File: src/hw/dbf_pkg.sv
package dbf_pkg;

  // ****************************************************
  // Character and telegram layout
  // ****************************************************
  localparam logic [7:0] FRAME_START_CHAR = 8'h02;
  localparam int         CHAR_BITS        = 11;
  localparam logic [3:0] DATA_FIRST_IDX   = 4'h1;
  localparam logic [3:0] PARITY_IDX       = 4'h9;
  localparam logic [3:0] STOP_IDX         = 4'hA;
  localparam logic [7:0] LEN_OVERHEAD     = 8'h02;
  localparam logic [7:0] LEN_ONE_LEFT     = 8'h01;
  localparam logic [7:0] LEN_TWO_LEFT     = 8'h02;

  // ****************************************************
  // Address byte fields
  // ****************************************************
  localparam int         ADDR_LONG_BIT    = 7;
  localparam int         ADDR_BCAST_BIT   = 5;
  localparam int         ADDR_SHORT_MSB   = 4;
  localparam int         ADDR_LONG_MSB    = 6;
  localparam logic [6:0] ADDR_LONG_BCAST  = 7'h00;
  localparam logic [6:0] NODE_DEFAULT     = 7'h01;

  // ****************************************************
  // Timing
  // ****************************************************
  localparam int          CLK_HZ           = 25_000_000;
  localparam int          BAUD_DEFAULT     = 9600;
  localparam int          BAUD_MAX         = 115200;
  localparam int          MIN_BIT_CYCLES   = 4;
  localparam logic [15:0] BAUD_DIV_DEFAULT = 16'(CLK_HZ / BAUD_DEFAULT);

  // ****************************************************
  // States
  // ****************************************************
  typedef enum logic [2:0] {
    RX_HUNT, RX_LEN, RX_ADDR, RX_DATA, RX_CHECK
  } dbf_rx_e;

  typedef enum logic [2:0] {
    TX_IDLE, TX_STX, TX_LEN, TX_ADDR, TX_DATA, TX_CHECK, TX_DRAIN
  } dbf_tx_e;

endpackage

File: src/hw/dbf_buffer.sv
`timescale 1ns/100ps
module dbf_buffer #(
  parameter int WIDTH = 8,
  parameter int DEPTH = 2
) (
  input  wire logic             sys_clk,
  input  wire logic             rst,
  input  wire logic [WIDTH-1:0] inData,
  input  wire logic             inValid,
  output logic                  inReady,
  output logic      [WIDTH-1:0] outData,
  output logic                  outValid,
  input  wire logic             outReady
);

  localparam int PW = (DEPTH > 1) ? $clog2(DEPTH) : 1;
  localparam int CW = $clog2(DEPTH + 1);

  // Pointer wrap relies on a power-of-two depth
  if (DEPTH < 2 || (DEPTH & (DEPTH - 1)) != 0) begin : g_chk
    $error("dbf_buffer depth must be a power of two, at least 2");
  end

  logic [WIDTH-1:0] mem [DEPTH];
  logic [PW-1:0]    wrPtr;
  logic [PW-1:0]    rdPtr;
  logic [CW-1:0]    count;
  logic [PW-1:0]    next_wrPtr;
  logic [PW-1:0]    next_rdPtr;
  logic [CW-1:0]    next_count;
  logic             push;
  logic             pop;

  // Honest flags straight from the fill count
  assign inReady  = (count != CW'(DEPTH));
  assign outValid = (count != '0);
  assign push     = inValid && inReady;
  assign pop      = outValid && outReady;

  // Pointer and fill bookkeeping
  always_comb begin
    next_wrPtr = push ? PW'(wrPtr + 1'b1) : wrPtr;
    next_rdPtr = pop ? PW'(rdPtr + 1'b1) : rdPtr;
    next_count = CW'(count + CW'(push) - CW'(pop));
  end

  // Head word is re-read every cycle so outData is a register;
  // a word written into the head slot bypasses the array
  always_ff @(posedge sys_clk) begin
    if (push) begin
      mem[wrPtr] <= inData;
    end
    if (push && (wrPtr == next_rdPtr)) begin
      outData <= inData;
    end else begin
      outData <= mem[next_rdPtr];
    end
    if (rst) begin
      wrPtr <= '0;
      rdPtr <= '0;
      count <= '0;
    end else begin
      wrPtr <= next_wrPtr;
      rdPtr <= next_rdPtr;
      count <= next_count;
    end
  end

endmodule

File: src/hw/dbf_framer.sv
// Summary of operation
// Character: start, eight data, parity, stop
// Parity makes data plus parity even
// Telegram opens with start character 02h
// Length byte, then address byte follow
// Data bytes, then one closing check byte
// Length counts data, address and check
// Text telegrams need variable length support
// Address bit 7 selects short/long format
// Short: ignore bit 6, bit 5 broadcasts
// Long: match bits 0-6, zero broadcasts
// Echo received address byte unchanged
// Transmit only after being addressed
// Half-duplex; driver on only while sending
// One master, at most 126 slaves
// Short, long and text formats supported
// Node address and baud rate configurable
// Node addresses unique across all segments
// Check byte is XOR, starting from zero
// Bad or foreign telegram: no response
// Never answer a broadcast telegram
`timescale 1ns/100ps
module dbf_framer #(
  parameter int CLK_HZ = dbf_pkg::CLK_HZ
) (
  input  wire logic        sys_clk,
  input  wire logic        rst,
  input  wire logic        rxIn,
  output logic             txOut,
  output logic             txOeN,
  input  wire logic [6:0]  nodeAddr,
  input  wire logic [15:0] baudDiv,
  output logic      [7:0]  rxData,
  output logic             rxValid,
  input  wire logic        rxReady,
  output logic             frameOk,
  output logic             frameErr,
  output logic             frameBcast,
  output logic             respAllowed,
  input  wire logic        respStart,
  input  wire logic [7:0]  respLen,
  input  wire logic [7:0]  txData,
  input  wire logic        txValid,
  output logic             txReady,
  output logic             txBusy
);

  // Fastest baud must leave a few clocks per bit
  if (CLK_HZ / dbf_pkg::BAUD_MAX < dbf_pkg::MIN_BIT_CYCLES) begin : g_chk
    $error("dbf_framer clock too slow for the fastest baud rate");
  end

  // ****************************************************
  // Helpers
  // ****************************************************
  // Returns {selected, broadcast}
  function automatic logic [1:0] addrSelect(input logic [7:0] a,
                                            input logic [6:0] node);
    logic [1:0] r;
    r = 2'b00;
    if (!a[dbf_pkg::ADDR_LONG_BIT]) begin
      // Bit 6 plays no part in the short format
      if (a[dbf_pkg::ADDR_BCAST_BIT]) begin
        r = 2'b11;
      end else if (7'(a[dbf_pkg::ADDR_SHORT_MSB:0]) == node) begin
        r = 2'b10;
      end
    end else if (a[dbf_pkg::ADDR_LONG_MSB:0]
                 == dbf_pkg::ADDR_LONG_BCAST) begin
      r = 2'b11;
    end else if (a[dbf_pkg::ADDR_LONG_MSB:0] == node) begin
      r = 2'b10;
    end
    return r;
  endfunction

  // Start bit low, LSB first, even parity, stop high
  function automatic logic [10:0] charFrame(input logic [7:0] b);
    return {1'b1, ^b, b, 1'b0};
  endfunction

  // ****************************************************
  // Line input synchroniser
  // ****************************************************
  logic rxMeta;
  logic rxSync;

  always_ff @(posedge sys_clk) begin
    if (rst) begin
      rxMeta <= 1'b1;
      rxSync <= 1'b1;
    end else begin
      rxMeta <= rxIn;
      rxSync <= rxMeta;
    end
  end

  // ****************************************************
  // Character receiver
  // ****************************************************
  logic        rxActive;
  logic [15:0] rxCnt;
  logic [3:0]  rxIdx;
  logic [7:0]  rxShift;
  logic        rxPar;
  logic        byteDone;
  logic        byteErr;
  logic        next_rxActive;
  logic [15:0] next_rxCnt;
  logic [3:0]  next_rxIdx;
  logic [7:0]  next_rxShift;
  logic        next_rxPar;
  logic        next_byteDone;
  logic        next_byteErr;

  // Samples at mid-bit; a start edge is ignored while we drive
  always_comb begin
    next_rxActive = rxActive;
    next_rxCnt    = rxCnt;
    next_rxIdx    = rxIdx;
    next_rxShift  = rxShift;
    next_rxPar    = rxPar;
    next_byteDone = 1'b0;
    next_byteErr  = 1'b0;
    if (!rxActive) begin
      // A start edge in the cycle a response is launched is left alone
      if (!rxSync && txOeN && !(respStart && respAllowed)) begin
        next_rxActive = 1'b1;
        next_rxCnt    = baudDiv >> 1;
        next_rxIdx    = '0;
      end
    end else if (rxCnt != '0) begin
      next_rxCnt = rxCnt - 16'h0001;
    end else begin
      next_rxCnt = baudDiv - 16'h0001;
      next_rxIdx = rxIdx + 4'h1;
      if (rxIdx == '0) begin
        // Glitch rather than a real start bit
        next_rxActive = !rxSync;
      end else if (rxIdx < dbf_pkg::PARITY_IDX) begin
        next_rxShift = {rxSync, rxShift[7:1]};
      end else if (rxIdx == dbf_pkg::PARITY_IDX) begin
        next_rxPar = rxSync;
      end else begin
        next_rxActive = 1'b0;
        next_byteDone = 1'b1;
        // Odd ones count or a missing stop bit spoils the byte
        next_byteErr  = (^{rxShift, rxPar}) || !rxSync;
      end
    end
  end

  always_ff @(posedge sys_clk) begin
    if (rst) begin
      rxActive <= 1'b0;
      rxCnt    <= '0;
      rxIdx    <= '0;
      rxShift  <= '0;
      rxPar    <= 1'b0;
      byteDone <= 1'b0;
      byteErr  <= 1'b0;
    end else begin
      rxActive <= next_rxActive;
      rxCnt    <= next_rxCnt;
      rxIdx    <= next_rxIdx;
      rxShift  <= next_rxShift;
      rxPar    <= next_rxPar;
      byteDone <= next_byteDone;
      byteErr  <= next_byteErr;
    end
  end

  // ****************************************************
  // Telegram receiver
  // ****************************************************
  dbf_pkg::dbf_rx_e rxState;
  dbf_pkg::dbf_rx_e next_rxState;
  logic [7:0]  rxRemain;
  logic [7:0]  rxCsum;
  logic [7:0]  rxAddr;
  logic        rxErrSeen;
  logic        rxSel;
  logic        rxBc;
  logic [7:0]  next_rxRemain;
  logic [7:0]  next_rxCsum;
  logic [7:0]  next_rxAddr;
  logic        next_rxErrSeen;
  logic        next_rxSel;
  logic        next_rxBc;
  logic        next_frameOk;
  logic        next_frameErr;
  logic        next_frameBcast;
  logic        next_respAllowed;
  logic [1:0]  sel;
  logic        bufPush;
  logic        bufReady;
  logic        respGo;

  assign sel     = addrSelect(rxShift, nodeAddr);
  assign bufPush = byteDone && (rxState == dbf_pkg::RX_DATA) && rxSel;

  always_comb begin
    next_rxState     = rxState;
    next_rxRemain    = rxRemain;
    next_rxCsum      = rxCsum ^ rxShift;
    next_rxAddr      = rxAddr;
    next_rxErrSeen   = rxErrSeen || (byteDone && byteErr);
    next_rxSel       = rxSel;
    next_rxBc        = rxBc;
    next_frameOk     = 1'b0;
    next_frameErr    = 1'b0;
    next_frameBcast  = 1'b0;
    next_respAllowed = respAllowed && !respGo;
    if (!byteDone) begin
      next_rxCsum = rxCsum;
    end else begin
      case (rxState)
        dbf_pkg::RX_HUNT: begin
          if (!byteErr && rxShift == dbf_pkg::FRAME_START_CHAR) begin
            next_rxState     = dbf_pkg::RX_LEN;
            next_rxCsum      = rxShift;
            next_rxErrSeen   = 1'b0;
            next_respAllowed = 1'b0;
          end
        end
        dbf_pkg::RX_LEN: begin
          // Any length of at least address plus check is taken
          if (rxShift < dbf_pkg::LEN_OVERHEAD) begin
            next_rxState = dbf_pkg::RX_HUNT;
          end else begin
            next_rxState  = dbf_pkg::RX_ADDR;
            next_rxRemain = rxShift - dbf_pkg::LEN_ONE_LEFT;
          end
        end
        dbf_pkg::RX_ADDR: begin
          next_rxAddr  = rxShift;
          next_rxSel   = sel[1];
          next_rxBc    = sel[0];
          next_rxState = (rxRemain == dbf_pkg::LEN_ONE_LEFT)
                         ? dbf_pkg::RX_CHECK : dbf_pkg::RX_DATA;
        end
        dbf_pkg::RX_DATA: begin
          // Overrun spoils the telegram rather than hide a gap
          if (bufPush && !bufReady) begin
            next_rxErrSeen = 1'b1;
          end
          next_rxRemain = rxRemain - dbf_pkg::LEN_ONE_LEFT;
          if (rxRemain == dbf_pkg::LEN_TWO_LEFT) begin
            next_rxState = dbf_pkg::RX_CHECK;
          end
        end
        dbf_pkg::RX_CHECK: begin
          next_rxState = dbf_pkg::RX_HUNT;
          if (rxSel) begin
            if (!rxErrSeen && !byteErr && rxShift == rxCsum) begin
              next_frameOk     = 1'b1;
              next_frameBcast  = rxBc;
              next_respAllowed = !rxBc;
            end else begin
              next_frameErr = 1'b1;
            end
          end
        end
        default: begin
          next_rxState = dbf_pkg::RX_HUNT;
        end
      endcase
    end
  end

  always_ff @(posedge sys_clk) begin
    if (rst) begin
      rxState     <= dbf_pkg::RX_HUNT;
      rxRemain    <= '0;
      rxCsum      <= '0;
      rxAddr      <= '0;
      rxErrSeen   <= 1'b0;
      rxSel       <= 1'b0;
      rxBc        <= 1'b0;
      frameOk     <= 1'b0;
      frameErr    <= 1'b0;
      frameBcast  <= 1'b0;
      respAllowed <= 1'b0;
    end else begin
      rxState     <= next_rxState;
      rxRemain    <= next_rxRemain;
      rxCsum      <= next_rxCsum;
      rxAddr      <= next_rxAddr;
      rxErrSeen   <= next_rxErrSeen;
      rxSel       <= next_rxSel;
      rxBc        <= next_rxBc;
      frameOk     <= next_frameOk;
      frameErr    <= next_frameErr;
      frameBcast  <= next_frameBcast;
      respAllowed <= next_respAllowed;
    end
  end

  // Data bytes of selected telegrams; two words ride out a stall
  dbf_buffer #(
    .WIDTH (8),
    .DEPTH (2)
  ) u_rxBuf (
    .sys_clk  (sys_clk),
    .rst      (rst),
    .inData   (rxShift),
    .inValid  (bufPush),
    .inReady  (bufReady),
    .outData  (rxData),
    .outValid (rxValid),
    .outReady (rxReady)
  );

  // ****************************************************
  // Response transmitter
  // ****************************************************
  dbf_pkg::dbf_tx_e txState;
  dbf_pkg::dbf_tx_e next_txState;
  logic [7:0]  txLeft;
  logic [7:0]  txLenReg;
  logic [7:0]  txCsum;
  logic [10:0] txSh;
  logic [3:0]  txBitIdx;
  logic [15:0] txCnt;
  logic        txShBusy;
  logic [7:0]  next_txLeft;
  logic [7:0]  next_txLenReg;
  logic [7:0]  next_txCsum;
  logic [10:0] next_txSh;
  logic [3:0]  next_txBitIdx;
  logic [15:0] next_txCnt;
  logic        next_txShBusy;
  logic        next_txOut;
  logic        next_txOeN;
  logic        txLoad;
  logic [7:0]  txByte;

  // Only an addressed, quiet link may be answered
  assign respGo  = respStart && respAllowed && !rxActive
                   && (txState == dbf_pkg::TX_IDLE);
  assign txReady = (txState == dbf_pkg::TX_DATA) && !txShBusy;
  assign txBusy  = !txOeN;

  always_comb begin
    case (txState)
      dbf_pkg::TX_STX:   txByte = dbf_pkg::FRAME_START_CHAR;
      dbf_pkg::TX_LEN:   txByte = txLenReg + dbf_pkg::LEN_OVERHEAD;
      dbf_pkg::TX_ADDR:  txByte = rxAddr;
      dbf_pkg::TX_CHECK: txByte = txCsum;
      default:           txByte = txData;
    endcase
    txLoad = !txShBusy && (txState != dbf_pkg::TX_IDLE)
             && (txState != dbf_pkg::TX_DRAIN)
             && ((txState != dbf_pkg::TX_DATA) || txValid);
  end

  always_comb begin
    next_txState  = txState;
    next_txLeft   = txLeft;
    next_txLenReg = txLenReg;
    next_txCsum   = txCsum;
    next_txSh     = txSh;
    next_txBitIdx = txBitIdx;
    next_txCnt    = txCnt;
    next_txShBusy = txShBusy;
    next_txOut    = txOut;
    next_txOeN    = txOeN;
    if (respGo) begin
      next_txState  = dbf_pkg::TX_STX;
      next_txLenReg = respLen;
      next_txLeft   = respLen;
      next_txCsum   = '0;
      next_txOeN    = 1'b0;
    end
    if (txLoad) begin
      next_txCsum   = txCsum ^ txByte;
      next_txSh     = charFrame(txByte);
      next_txOut    = 1'b0;
      next_txBitIdx = '0;
      next_txCnt    = baudDiv - 16'h0001;
      next_txShBusy = 1'b1;
      case (txState)
        dbf_pkg::TX_STX:  next_txState = dbf_pkg::TX_LEN;
        dbf_pkg::TX_LEN:  next_txState = dbf_pkg::TX_ADDR;
        dbf_pkg::TX_ADDR: next_txState = (txLeft == '0)
                          ? dbf_pkg::TX_CHECK : dbf_pkg::TX_DATA;
        dbf_pkg::TX_DATA: begin
          next_txLeft  = txLeft - 8'h01;
          next_txState = (txLeft == 8'h01)
                         ? dbf_pkg::TX_CHECK : dbf_pkg::TX_DATA;
        end
        default:          next_txState = dbf_pkg::TX_DRAIN;
      endcase
    end else if (txShBusy) begin
      if (txCnt != '0) begin
        next_txCnt = txCnt - 16'h0001;
      end else if (txBitIdx == dbf_pkg::STOP_IDX) begin
        next_txShBusy = 1'b0;
        next_txOut    = 1'b1;
      end else begin
        next_txCnt    = baudDiv - 16'h0001;
        next_txBitIdx = txBitIdx + 4'h1;
        next_txSh     = txSh >> 1;
        next_txOut    = txSh[1];
      end
    end else if (txState == dbf_pkg::TX_DRAIN) begin
      // Release the driver once the check byte's stop bit ends
      next_txState = dbf_pkg::TX_IDLE;
      next_txOeN   = 1'b1;
    end
  end

  always_ff @(posedge sys_clk) begin
    if (rst) begin
      txState  <= dbf_pkg::TX_IDLE;
      txLeft   <= '0;
      txLenReg <= '0;
      txCsum   <= '0;
      txSh     <= '1;
      txBitIdx <= '0;
      txCnt    <= '0;
      txShBusy <= 1'b0;
      txOut    <= 1'b1;
      txOeN    <= 1'b1;
    end else begin
      txState  <= next_txState;
      txLeft   <= next_txLeft;
      txLenReg <= next_txLenReg;
      txCsum   <= next_txCsum;
      txSh     <= next_txSh;
      txBitIdx <= next_txBitIdx;
      txCnt    <= next_txCnt;
      txShBusy <= next_txShBusy;
      txOut    <= next_txOut;
      txOeN    <= next_txOeN;
    end
  end

  // ****************************************************
  // Checks
  // ****************************************************
  property p_evenParity;
    @(posedge sys_clk) disable iff (rst)
    txLoad |=> !txOut && (^txSh[9:1] == 1'b0) && txSh[10];
  endproperty
  a_evenParity: assert property (p_evenParity)
    else $error("bad character framing or parity");

  property p_charEnds;
    @(posedge sys_clk) disable iff (rst)
    $fell(txShBusy) |-> $past(txBitIdx) == dbf_pkg::STOP_IDX && txOut;
  endproperty
  a_charEnds: assert property (p_charEnds)
    else $error("character did not last eleven bits");

  property p_stxFirst;
    @(posedge sys_clk) disable iff (rst)
    respGo |=> txLoad && txByte == dbf_pkg::FRAME_START_CHAR;
  endproperty
  a_stxFirst: assert property (p_stxFirst)
    else $error("response did not open with start character");

  property p_lenByte;
    @(posedge sys_clk) disable iff (rst)
    txLoad && txState == dbf_pkg::TX_LEN
      |-> txByte == 8'($past(txLenReg) + dbf_pkg::LEN_OVERHEAD);
  endproperty
  a_lenByte: assert property (p_lenByte)
    else $error("length byte wrong");

  property p_echoAddr;
    @(posedge sys_clk) disable iff (rst)
    txLoad && txState == dbf_pkg::TX_ADDR |=> txSh[8:1] == rxAddr;
  endproperty
  a_echoAddr: assert property (p_echoAddr)
    else $error("address byte not echoed");

  property p_onlyWhenAsked;
    @(posedge sys_clk) disable iff (rst)
    $fell(txOeN) |-> $past(respAllowed) && $past(respStart);
  endproperty
  a_onlyWhenAsked: assert property (p_onlyWhenAsked)
    else $error("transmission without being addressed");

  property p_halfDuplex;
    @(posedge sys_clk) disable iff (rst)
    (txOeN |-> txOut && !txShBusy) and (!txOeN |-> !rxActive);
  endproperty
  a_halfDuplex: assert property (p_halfDuplex)
    else $error("driver and receiver overlap");

  property p_noBcastReply;
    @(posedge sys_clk) disable iff (rst)
    frameOk && frameBcast |-> !respAllowed ##1 !respAllowed;
  endproperty
  a_noBcastReply: assert property (p_noBcastReply)
    else $error("broadcast answered");

  property p_errNoReply;
    @(posedge sys_clk) disable iff (rst)
    frameErr |-> !respAllowed && !frameOk;
  endproperty
  a_errNoReply: assert property (p_errNoReply)
    else $error("faulty telegram may be answered");

endmodule

File: config.mk
export PLATFORM = sky130hd
export DESIGN_NAME = dbf_framer
export DESIGN_NICKNAME = d
export VERILOG_FILES = /design/src/hw/dbf_pkg.sv /design/src/hw/dbf_buffer.sv /design/src/hw/dbf_framer.sv
export SDC_FILE = /design/constraint.sdc
export NUM_CORES = 1
export LEC_CHECK = 0
export ABC_AREA = 1
export BUFFER_PORTS_ARGS = -buffer_cell sky130_fd_sc_hd__buf_2
export CORE_UTILIZATION = 47
export DETAILED_ROUTE_END_ITERATION = 10
export GPL_ROUTABILITY_DRIVEN = 0
export PLACE_DENSITY = 0.74
export SYNTH_ARGS = -nofsm -noshare
export SYNTH_HDL_FRONTEND = slang
export SYNTH_SLANG_ARGS = --single-unit
File: constraint.sdc
create_clock -name sys_clk -period 4.2 [get_ports sys_clk]
set_input_delay 1.05 -clock sys_clk [delete_from_list [all_inputs] [get_ports sys_clk]]
set_output_delay 1.05 -clock sys_clk [all_outputs]
set_load 0.03 [all_outputs]
==> impl_metrics.csv, run 1 <==
group,metric,value,unit
run_status,outcome,"finished, final reports clean",
die,die_w,138,um
clocking,cts_hold_buf,0,
flow_run,timing.max_cap.violations,0,
final_layout,nets,1353,
timing,fmax,0.331,GHz
global_route,grt_max_degree,62,
global_route,grt.overflow.total,0,
logic_synthesis,postSynthCellCount,1232,
final_layout,fillCellCount,1734,
placement,portBuffers,61,
timing,period_share,72.0,%
final_layout,area_growth,11.9,%
critical_path,crit_path_max_fanout,12,
timing,finalSetupTns,0,ps
clocking,cts_root_buffer,"clkbuf_16",
clocking,ctsResizeCount,0,
critical_path,startpoint_type,"flip-flop",
placement,dp_hpwl,15800,um
detailed_routing,drtIter0Drc,740,
logic_synthesis,yosysTopAreaCell,"dfxtp_1",
clocking,numCtsBuffers,17,
logic_synthesis,synth_warnings,0,
power_and_ir_drop,power_density,529,mW/mm2
detailed_routing,via_per_inst,5.40,
timing,timing.hold.ws,409,ps
timing,period_minus_slack,3020,ps
timing,rsz0062_at_grt,"false",
die,start_util,48.1,%
clocking,worst_skew_pair.late_latency,430,ps
clocking,numClockSinks,149,
detailed_routing,ant_nets,0,
die,dieArea,0.0189,mm2
timing,slew_viol_final,0,
critical_path,r2r_slack,1630,ps
logic_synthesis,synth_seq_cells,149,
placement,placed_cells,1492,
logic_synthesis,synth_area_leaders,"dfxtp_1 31%, nand2_1 11%, inv_1 7.0%, nor2_1 5.7%, edfxtp_1 5.6%",
timing,slew_headroom,38.7,%
timing,fin_skew,10.1,ps
logic_synthesis,synth.distinct_cells,54,
logic_synthesis,synth_edf_count,16,
global_route,first_global_vias,7490,
global_route,grtUsageTotal,24.0,%
detailed_routing,wire_per_inst,14.2,um
logic_synthesis,async_flop_share,0,%
logic_synthesis,yosysTopAreaCellShare,30.8,%
timing,hold_violations,0,
die,die_h,138,um
clocking,post_cts.repair.setup_buffers,0,
clocking,cts_htree_levels,4,
logic_synthesis,synth_ff_type,"dfxtp_1",
critical_path,critPathCaptureType,"output pin",
detailed_routing,via_count,8229,
power_and_ir_drop,ir_drop,358,uV
clocking,clock_path_buffers,2,
die,core_region_area,0.0180,mm2
power_and_ir_drop,cellLeakagePower,4.35,nW
clocking,cts_tree,"yes",
logic_synthesis,synth_area_per_cell,7.01,um2
detailed_routing,first_pass_iters,5,
logic_synthesis,syn-cell-area,0.00864,mm2
placement,post_dp_cell_area,0.00911,mm2
timing,finalSetupViolations,0,
global_route,antenna_found_initial,0,
critical_path,crit_required,3150,ps
detailed_routing,route.detailed.drc,0,
clocking,clkTransAtPathRegs,60,ps
worst_hold_path,hold_class,"flip-flop to flip-flop",
logic_synthesis,ys_seq_area_share,36.4,%
global_route,grt_pass1_wl,35400,um
final_layout,layout-drive-gt1-share,10.5,%
logic_synthesis,synth_nets,1303,
timing,worst_pin_slew,917,ps
die,io_pins,62,
die,rows,49,
final_layout,diodes,0,
critical_path,crit_type,"flip-flop to output pin",
final_layout,final_cell_area,0.00966,mm2
detailed_routing,drt_wl_total,21700,um
critical_path,arrival,1970,ps
final_layout,final_cells,1524,
==> worst paths after layout <==
check,end,startpoint,cells past startpoint
hold reg to reg,rxSync,rxMeta,1
setup / recovery,txReady,txState[2],5
setup reg to reg,txCnt[3],txState[2],9
hold / removal,rxSync,rxMeta,1
==> report_power, final <==
group          total (mW)  internal [mW]  switching [mW]
clock                1.46          0.818           0.640
sequential           1.77           1.62           0.151
combinational        1.89          0.630            1.26
total                5.12           3.06            2.05
==> cell type report <==
cell class | instances | area (um2) | share of cell area, %
Sequential cell | 149 | 3140 | 32.5
Timing Repair Buffer | 64 | 340 | 3.52
Multi-Input combinational cell | 879 | 4700 | 48.6
Clock inverter | 14 | 128 | 1.32
Tap cell | 229 | 287 | 2.96
Inverter | 171 | 642 | 6.64
Clock buffer | 18 | 429 | 4.44
==> routing by layer <==
| metal | vias to the layer above | routed length (um) | track usage, % |
|---|---|---|---|
| li1 | 4172 | - | - |
| met1 | 3771 | 9800 | 30.7 |
| met2 | 252 | 10200 | 40.1 |
| met3 | 34 | 1260 | 5.08 |
| met4 | 0 | 395 | 7.33 |
| met5 | - | 0 | 0 |
==> flip-flops by register name, indices dropped and copies added (netlist names), 2 cells and up, named ones only <==
register,cells
rxAddr,8
txCnt,16
rxIdx,4
txSh,10
rxRemain,8
txState,3
rxShift,8
rxCsum,8
txLenReg,8
rxState,3
rxCnt,16
txCsum,8
txBitIdx,4
u_rxBuf.mem,16
u_rxBuf.count,2
txLeft,8
==> cells in the mapped netlist (9+ instances only) <==
cell type and instances:
a211oi_1 12, a21oi_1 82, buf_2 11, clkbuf_1 16
dfxtp_1 133, edfxtp_1 16, ha_1 26, inv_1 161
inv_2 9, nand2_1 257, nand3_1 79, nand4_1 17
nor2_1 132, nor3_1 27, o211ai_1 9, o21ai_0 86
o22ai_1 10, xnor2_1 11, xor2_1 47
==> cell families after synthesis <==
logic type      synth area share (%)
buf+inv                         9.26
compound gates                  16.2
xor+xnor                        5.88
fa+ha+maj                       3.77
simple gates                    27.4
flops                           36.4
mux                             1.16
==> per-stage QoR <==
stage,power (mW),util [%],setup slack (ps)
finish,5.12,53.8,1180
global placement,3.60,50.7,1330
floorplan,3.25,-,1860
detailed placement,3.65,50.7,1330
CTS,5.11,53.8,1210
global route,5.48,53.8,1100
==> worst max-delay path, stage by stage (launching register included) <==
cell and delay (ps):
dfxtp_1 620, inv_2 150, nor2_1 250, inv_1 140, nor2_1 160, buf_2 220
==> cells in the final DEF (no fill, tap or decap), types with 7 or more instances in the layout <==
cell type	count
nor3_1	27
dfxtp_1	133
nand3_1	79
o31ai_1	7
ha_1	26
nand2_1	257
xor2_1	47
edfxtp_1	16
buf_2	61
clkbuf_16	17
nand4_1	17
a21oi_1	82
inv_2	9
xnor2_1	11
a31oi_1	7
o21ai_0	86
nor2_1	132
a211oi_1	12
o211ai_1	9
inv_1	161
o22ai_1	10
mux2_2	8
Power figures use the tool's default switching activity.
==> inputs of run 2 (changes only) <==
--- a/config.mk
+++ b/config.mk
@@ -5,12 +5,12 @@
 export SDC_FILE = /design/constraint.sdc
 export NUM_CORES = 1
 export LEC_CHECK = 0
-export ABC_AREA = 1
+export ABC_AREA = 0
 export BUFFER_PORTS_ARGS = -buffer_cell sky130_fd_sc_hd__buf_2
 export CORE_UTILIZATION = 47
 export DETAILED_ROUTE_END_ITERATION = 10
 export GPL_ROUTABILITY_DRIVEN = 0
-export PLACE_DENSITY = 0.74
+export PLACE_DENSITY = 0.76
 export SYNTH_ARGS = -nofsm -noshare
 export SYNTH_HDL_FRONTEND = slang
 export SYNTH_SLANG_ARGS = --single-unit
==> constraint.sdc (replaced) <==
create_clock -name sys_clk -period 2.7 [get_ports sys_clk]
set_input_delay 0.675 -clock sys_clk [delete_from_list [all_inputs] [get_ports sys_clk]]
set_output_delay 0.675 -clock sys_clk [all_outputs]
set_load 0.03 [all_outputs]
==> impl_metrics.csv, run 2 <==
group,metric,value,unit
final_layout,area_growth,14.7,%
critical_path,r2r_end,"rxCnt[7]",
global_route,first_global_vias,7202,
logic_synthesis,synth.most_common_cell,"dfxtp_1",
timing,finalSetupViolations,0,
critical_path,critPathCaptureType,"flip-flop",
global_route,busiest_layer,"met2",
die,dieArea,0.0185,mm2
worst_hold_path,min_to,"rxSync",
clocking,cts_hold_buf,0,
timing,period_minus_slack,2550,ps
placement,dp_hpwl,15500,um
logic_synthesis,synth_ff_type,"dfxtp_1",
worst_hold_path,worstHoldStart,"rxMeta",
die,die_w,136,um
logic_synthesis,yosysTopAreaCell,"dfxtp_1",
logic_synthesis,postSynthCellCount,1049,
run_status,outcome,"finished, final reports clean",
global_route,grt_max_degree,49,
critical_path,r2r_cells,9,
timing,worst_pin_slew,1120,ps
detailed_routing,via_count,7861,
die,rows,48,
detailed_routing,drt_wl_total,21800,um
logic_synthesis,async_flop_share,0,%
global_route,use_met2,39.7,%
critical_path,arrival,2860,ps
logic_synthesis,synth_nets,1120,
detailed_routing,drtIter0Drc,685,
worst_hold_path,hold_class,"flip-flop to flip-flop",
timing,slew_headroom,24.4,%
clocking,numCtsBuffers,17,
power_and_ir_drop,power_density,964,mW/mm2
die,start_util,48.4,%
timing,slew_viol_final,0,
worst_hold_path,min_path_cells,1,
placement,placed_cells,1318,
clocking,cts_tree,"yes",
critical_path,startpoint_type,"flip-flop",
clocking,clock_path_buffers,2,
timing,fin_skew,9.99,ps
die,core_region_area,0.0174,mm2
clocking,worst_skew_pair.late_latency,430,ps
clocking,clkTransAtPathRegs,60,ps
timing,finalSetupTns,0,ps
final_layout,nets,1183,
final_layout,diodes,0,
global_route,grtUsageTotal,24.1,%
critical_path,crit_type,"flip-flop to flip-flop",
logic_synthesis,synth.distinct_cells,71,
placement,portBuffers,61,
final_layout,layout-drive-gt1-share,15.2,%
logic_synthesis,syn-cell-area,0.00844,mm2
power_and_ir_drop,ir_drop,679,uV
logic_synthesis,synth_warnings,0,
global_route,grt_pass1_wl,35000,um
clocking,numClockSinks,149,
final_layout,final_common_cell,"dfxtp_1",
critical_path,r2r_slack,150,ps
detailed_routing,route.detailed.drc,0,
timing,period_share,94.3,%
timing,hold_violations,0,
timing,rsz0062_at_grt,"false",
critical_path,crit_path_max_fanout,19,
die,io_pins,62,
logic_synthesis,synth_seq_cells,149,
clocking,cts_root_buffer,"clkbuf_16",
logic_synthesis,synth_area_per_cell,8.04,um2
detailed_routing,wire_per_inst,16.1,um
logic_synthesis,synth_area_leaders,"dfxtp_1 32%, nand2_1 5.8%, edfxtp_1 5.7%, nor2_1 5.4%, a21oi_1 4.6%",
power_and_ir_drop,cellLeakagePower,3.67,nW
final_layout,fillCellCount,1607,
final_layout,layout_common_cells,"133 x dfxtp_1, 130 x nand2_1, 121 x nor2_1",
critical_path,r2r_start,"rxCnt[0]",
global_route,met1_usage,31.4,%
detailed_routing,first_pass_iters,8,
die,die_h,136,um
global_route,grt.overflow.total,0,
final_layout,final_cell_area,0.00968,mm2
placement,post_dp_cell_area,0.00913,mm2
final_layout,multi_input_area,0.00492,mm2
logic_synthesis,synth_edf_count,16,
global_route,antenna_found_initial,0,
clocking,cts_htree_levels,4,
logic_synthesis,yosysTopAreaCellShare,31.6,%
final_layout,reg_top3,"rxCnt x16, txCnt x16, u_rxBuf.mem x16",
final_layout,final_cells,1350,
final_layout,seq_area,0.00314,mm2
flow_run,timing.max_cap.violations,0,
timing,fmax,0.393,GHz
global_route,met3_usage,4.21,%
logic_synthesis,yosys-top-cells-count,"133 x dfxtp_1, 130 x nand2_1, 121 x nor2_1",
logic_synthesis,ys_seq_area_share,37.2,%
detailed_routing,ant_nets,0,
critical_path,crit_required,3010,ps
detailed_routing,via_per_inst,5.82,
run 2: worst max-delay path by stage:
stage | start | end | cells after the start
6_report | rxCnt[0] | rxCnt[7] | 9
2_1_floorplan | baudDiv[4] | rxCnt[14] | 7
4_1_cts | rxCnt[0] | rxCnt[5] | 9
5_1_grt | rxCnt[0] | rxCnt[5] | 9
3_5_place_dp | baudDiv[4] | txCnt[8] | 9
3_3_place_gp | baudDiv[4] | rxCnt[14] | 8
run 2: logic make-up (layout without fill, tap and decap cells):
family	count (synthesis)	count (layout)	share of synthesized area (%)
AO/OA/AOI/OAI	245	245	18.0
XOR/XNOR	67	67	7.12
adder cells (fa/ha/maj)	26	26	3.86
buffers and inverters	95	171	4.61
flip-flops	149	149	37.2
multiplexers	25	25	3.11
AND/OR/NAND/NOR	442	442	26.0
run 2: power by group:
| part | internal [mW] | switching (mW) | total (mW) |
|---|---|---|---|
| sequential | 2.53 | 0.277 | 2.81 |
| clock | 1.25 | 0.939 | 2.19 |
| combinational | 1.80 | 2.54 | 4.34 |
| total | 5.58 | 3.75 | 9.34 |
run 2: through the flow:
| stage | util, % | hold slack (ps) | total power [mW] | setup slack, ps |
|---|---|---|---|---|
| 3_5_place_dp | 52.4 | 396 | 7.10 | 169 |
| 3_3_place_gp | 52.4 | 402 | 7.00 | 214 |
| 2_1_floorplan | - | 389 | 6.04 | 291 |
| 4_1_cts | 55.5 | 410 | 9.32 | 166 |
| 5_1_grt | 55.6 | 418 | 9.95 | 20.5 |
| 6_report | 55.6 | 410 | 9.34 | 155 |
run 2: per-layer routing:
| layer | vias up | share of wire, % |
|---|---|---|
| li1 | 3842 | - |
| met1 | 3720 | 45 |
| met2 | 262 | 47 |
| met3 | 37 | 5.8 |
| met4 | 0 | 1.8 |
| met5 | - | 0 |
run 2: cell type report:
class,count,area share [%]
Clock inverter,14,1.16
Tap cell,225,2.91
Multi-Input combinational cell,805,50.8
Sequential cell,149,32.5
Inverter,30,1.16
Clock buffer,18,4.43
Timing Repair Buffer,109,7.03
run 2: worst max-delay path, stage by stage, from the launching register on:
cell and delay (ps):
dfxtp_1 350, inv_1 90, ha_1 140, or4b_4 470, or4_4 550, buf_4 220, nand3b_1 100, o21ai_1 60
a222oi_1 350, nor2_1 100
run 2: what timing repair did:
item,4_1_cts,5_1_grt
setup endpoints to repair,0,6
buffers inserted,0,0
gates resized for setup,0,2
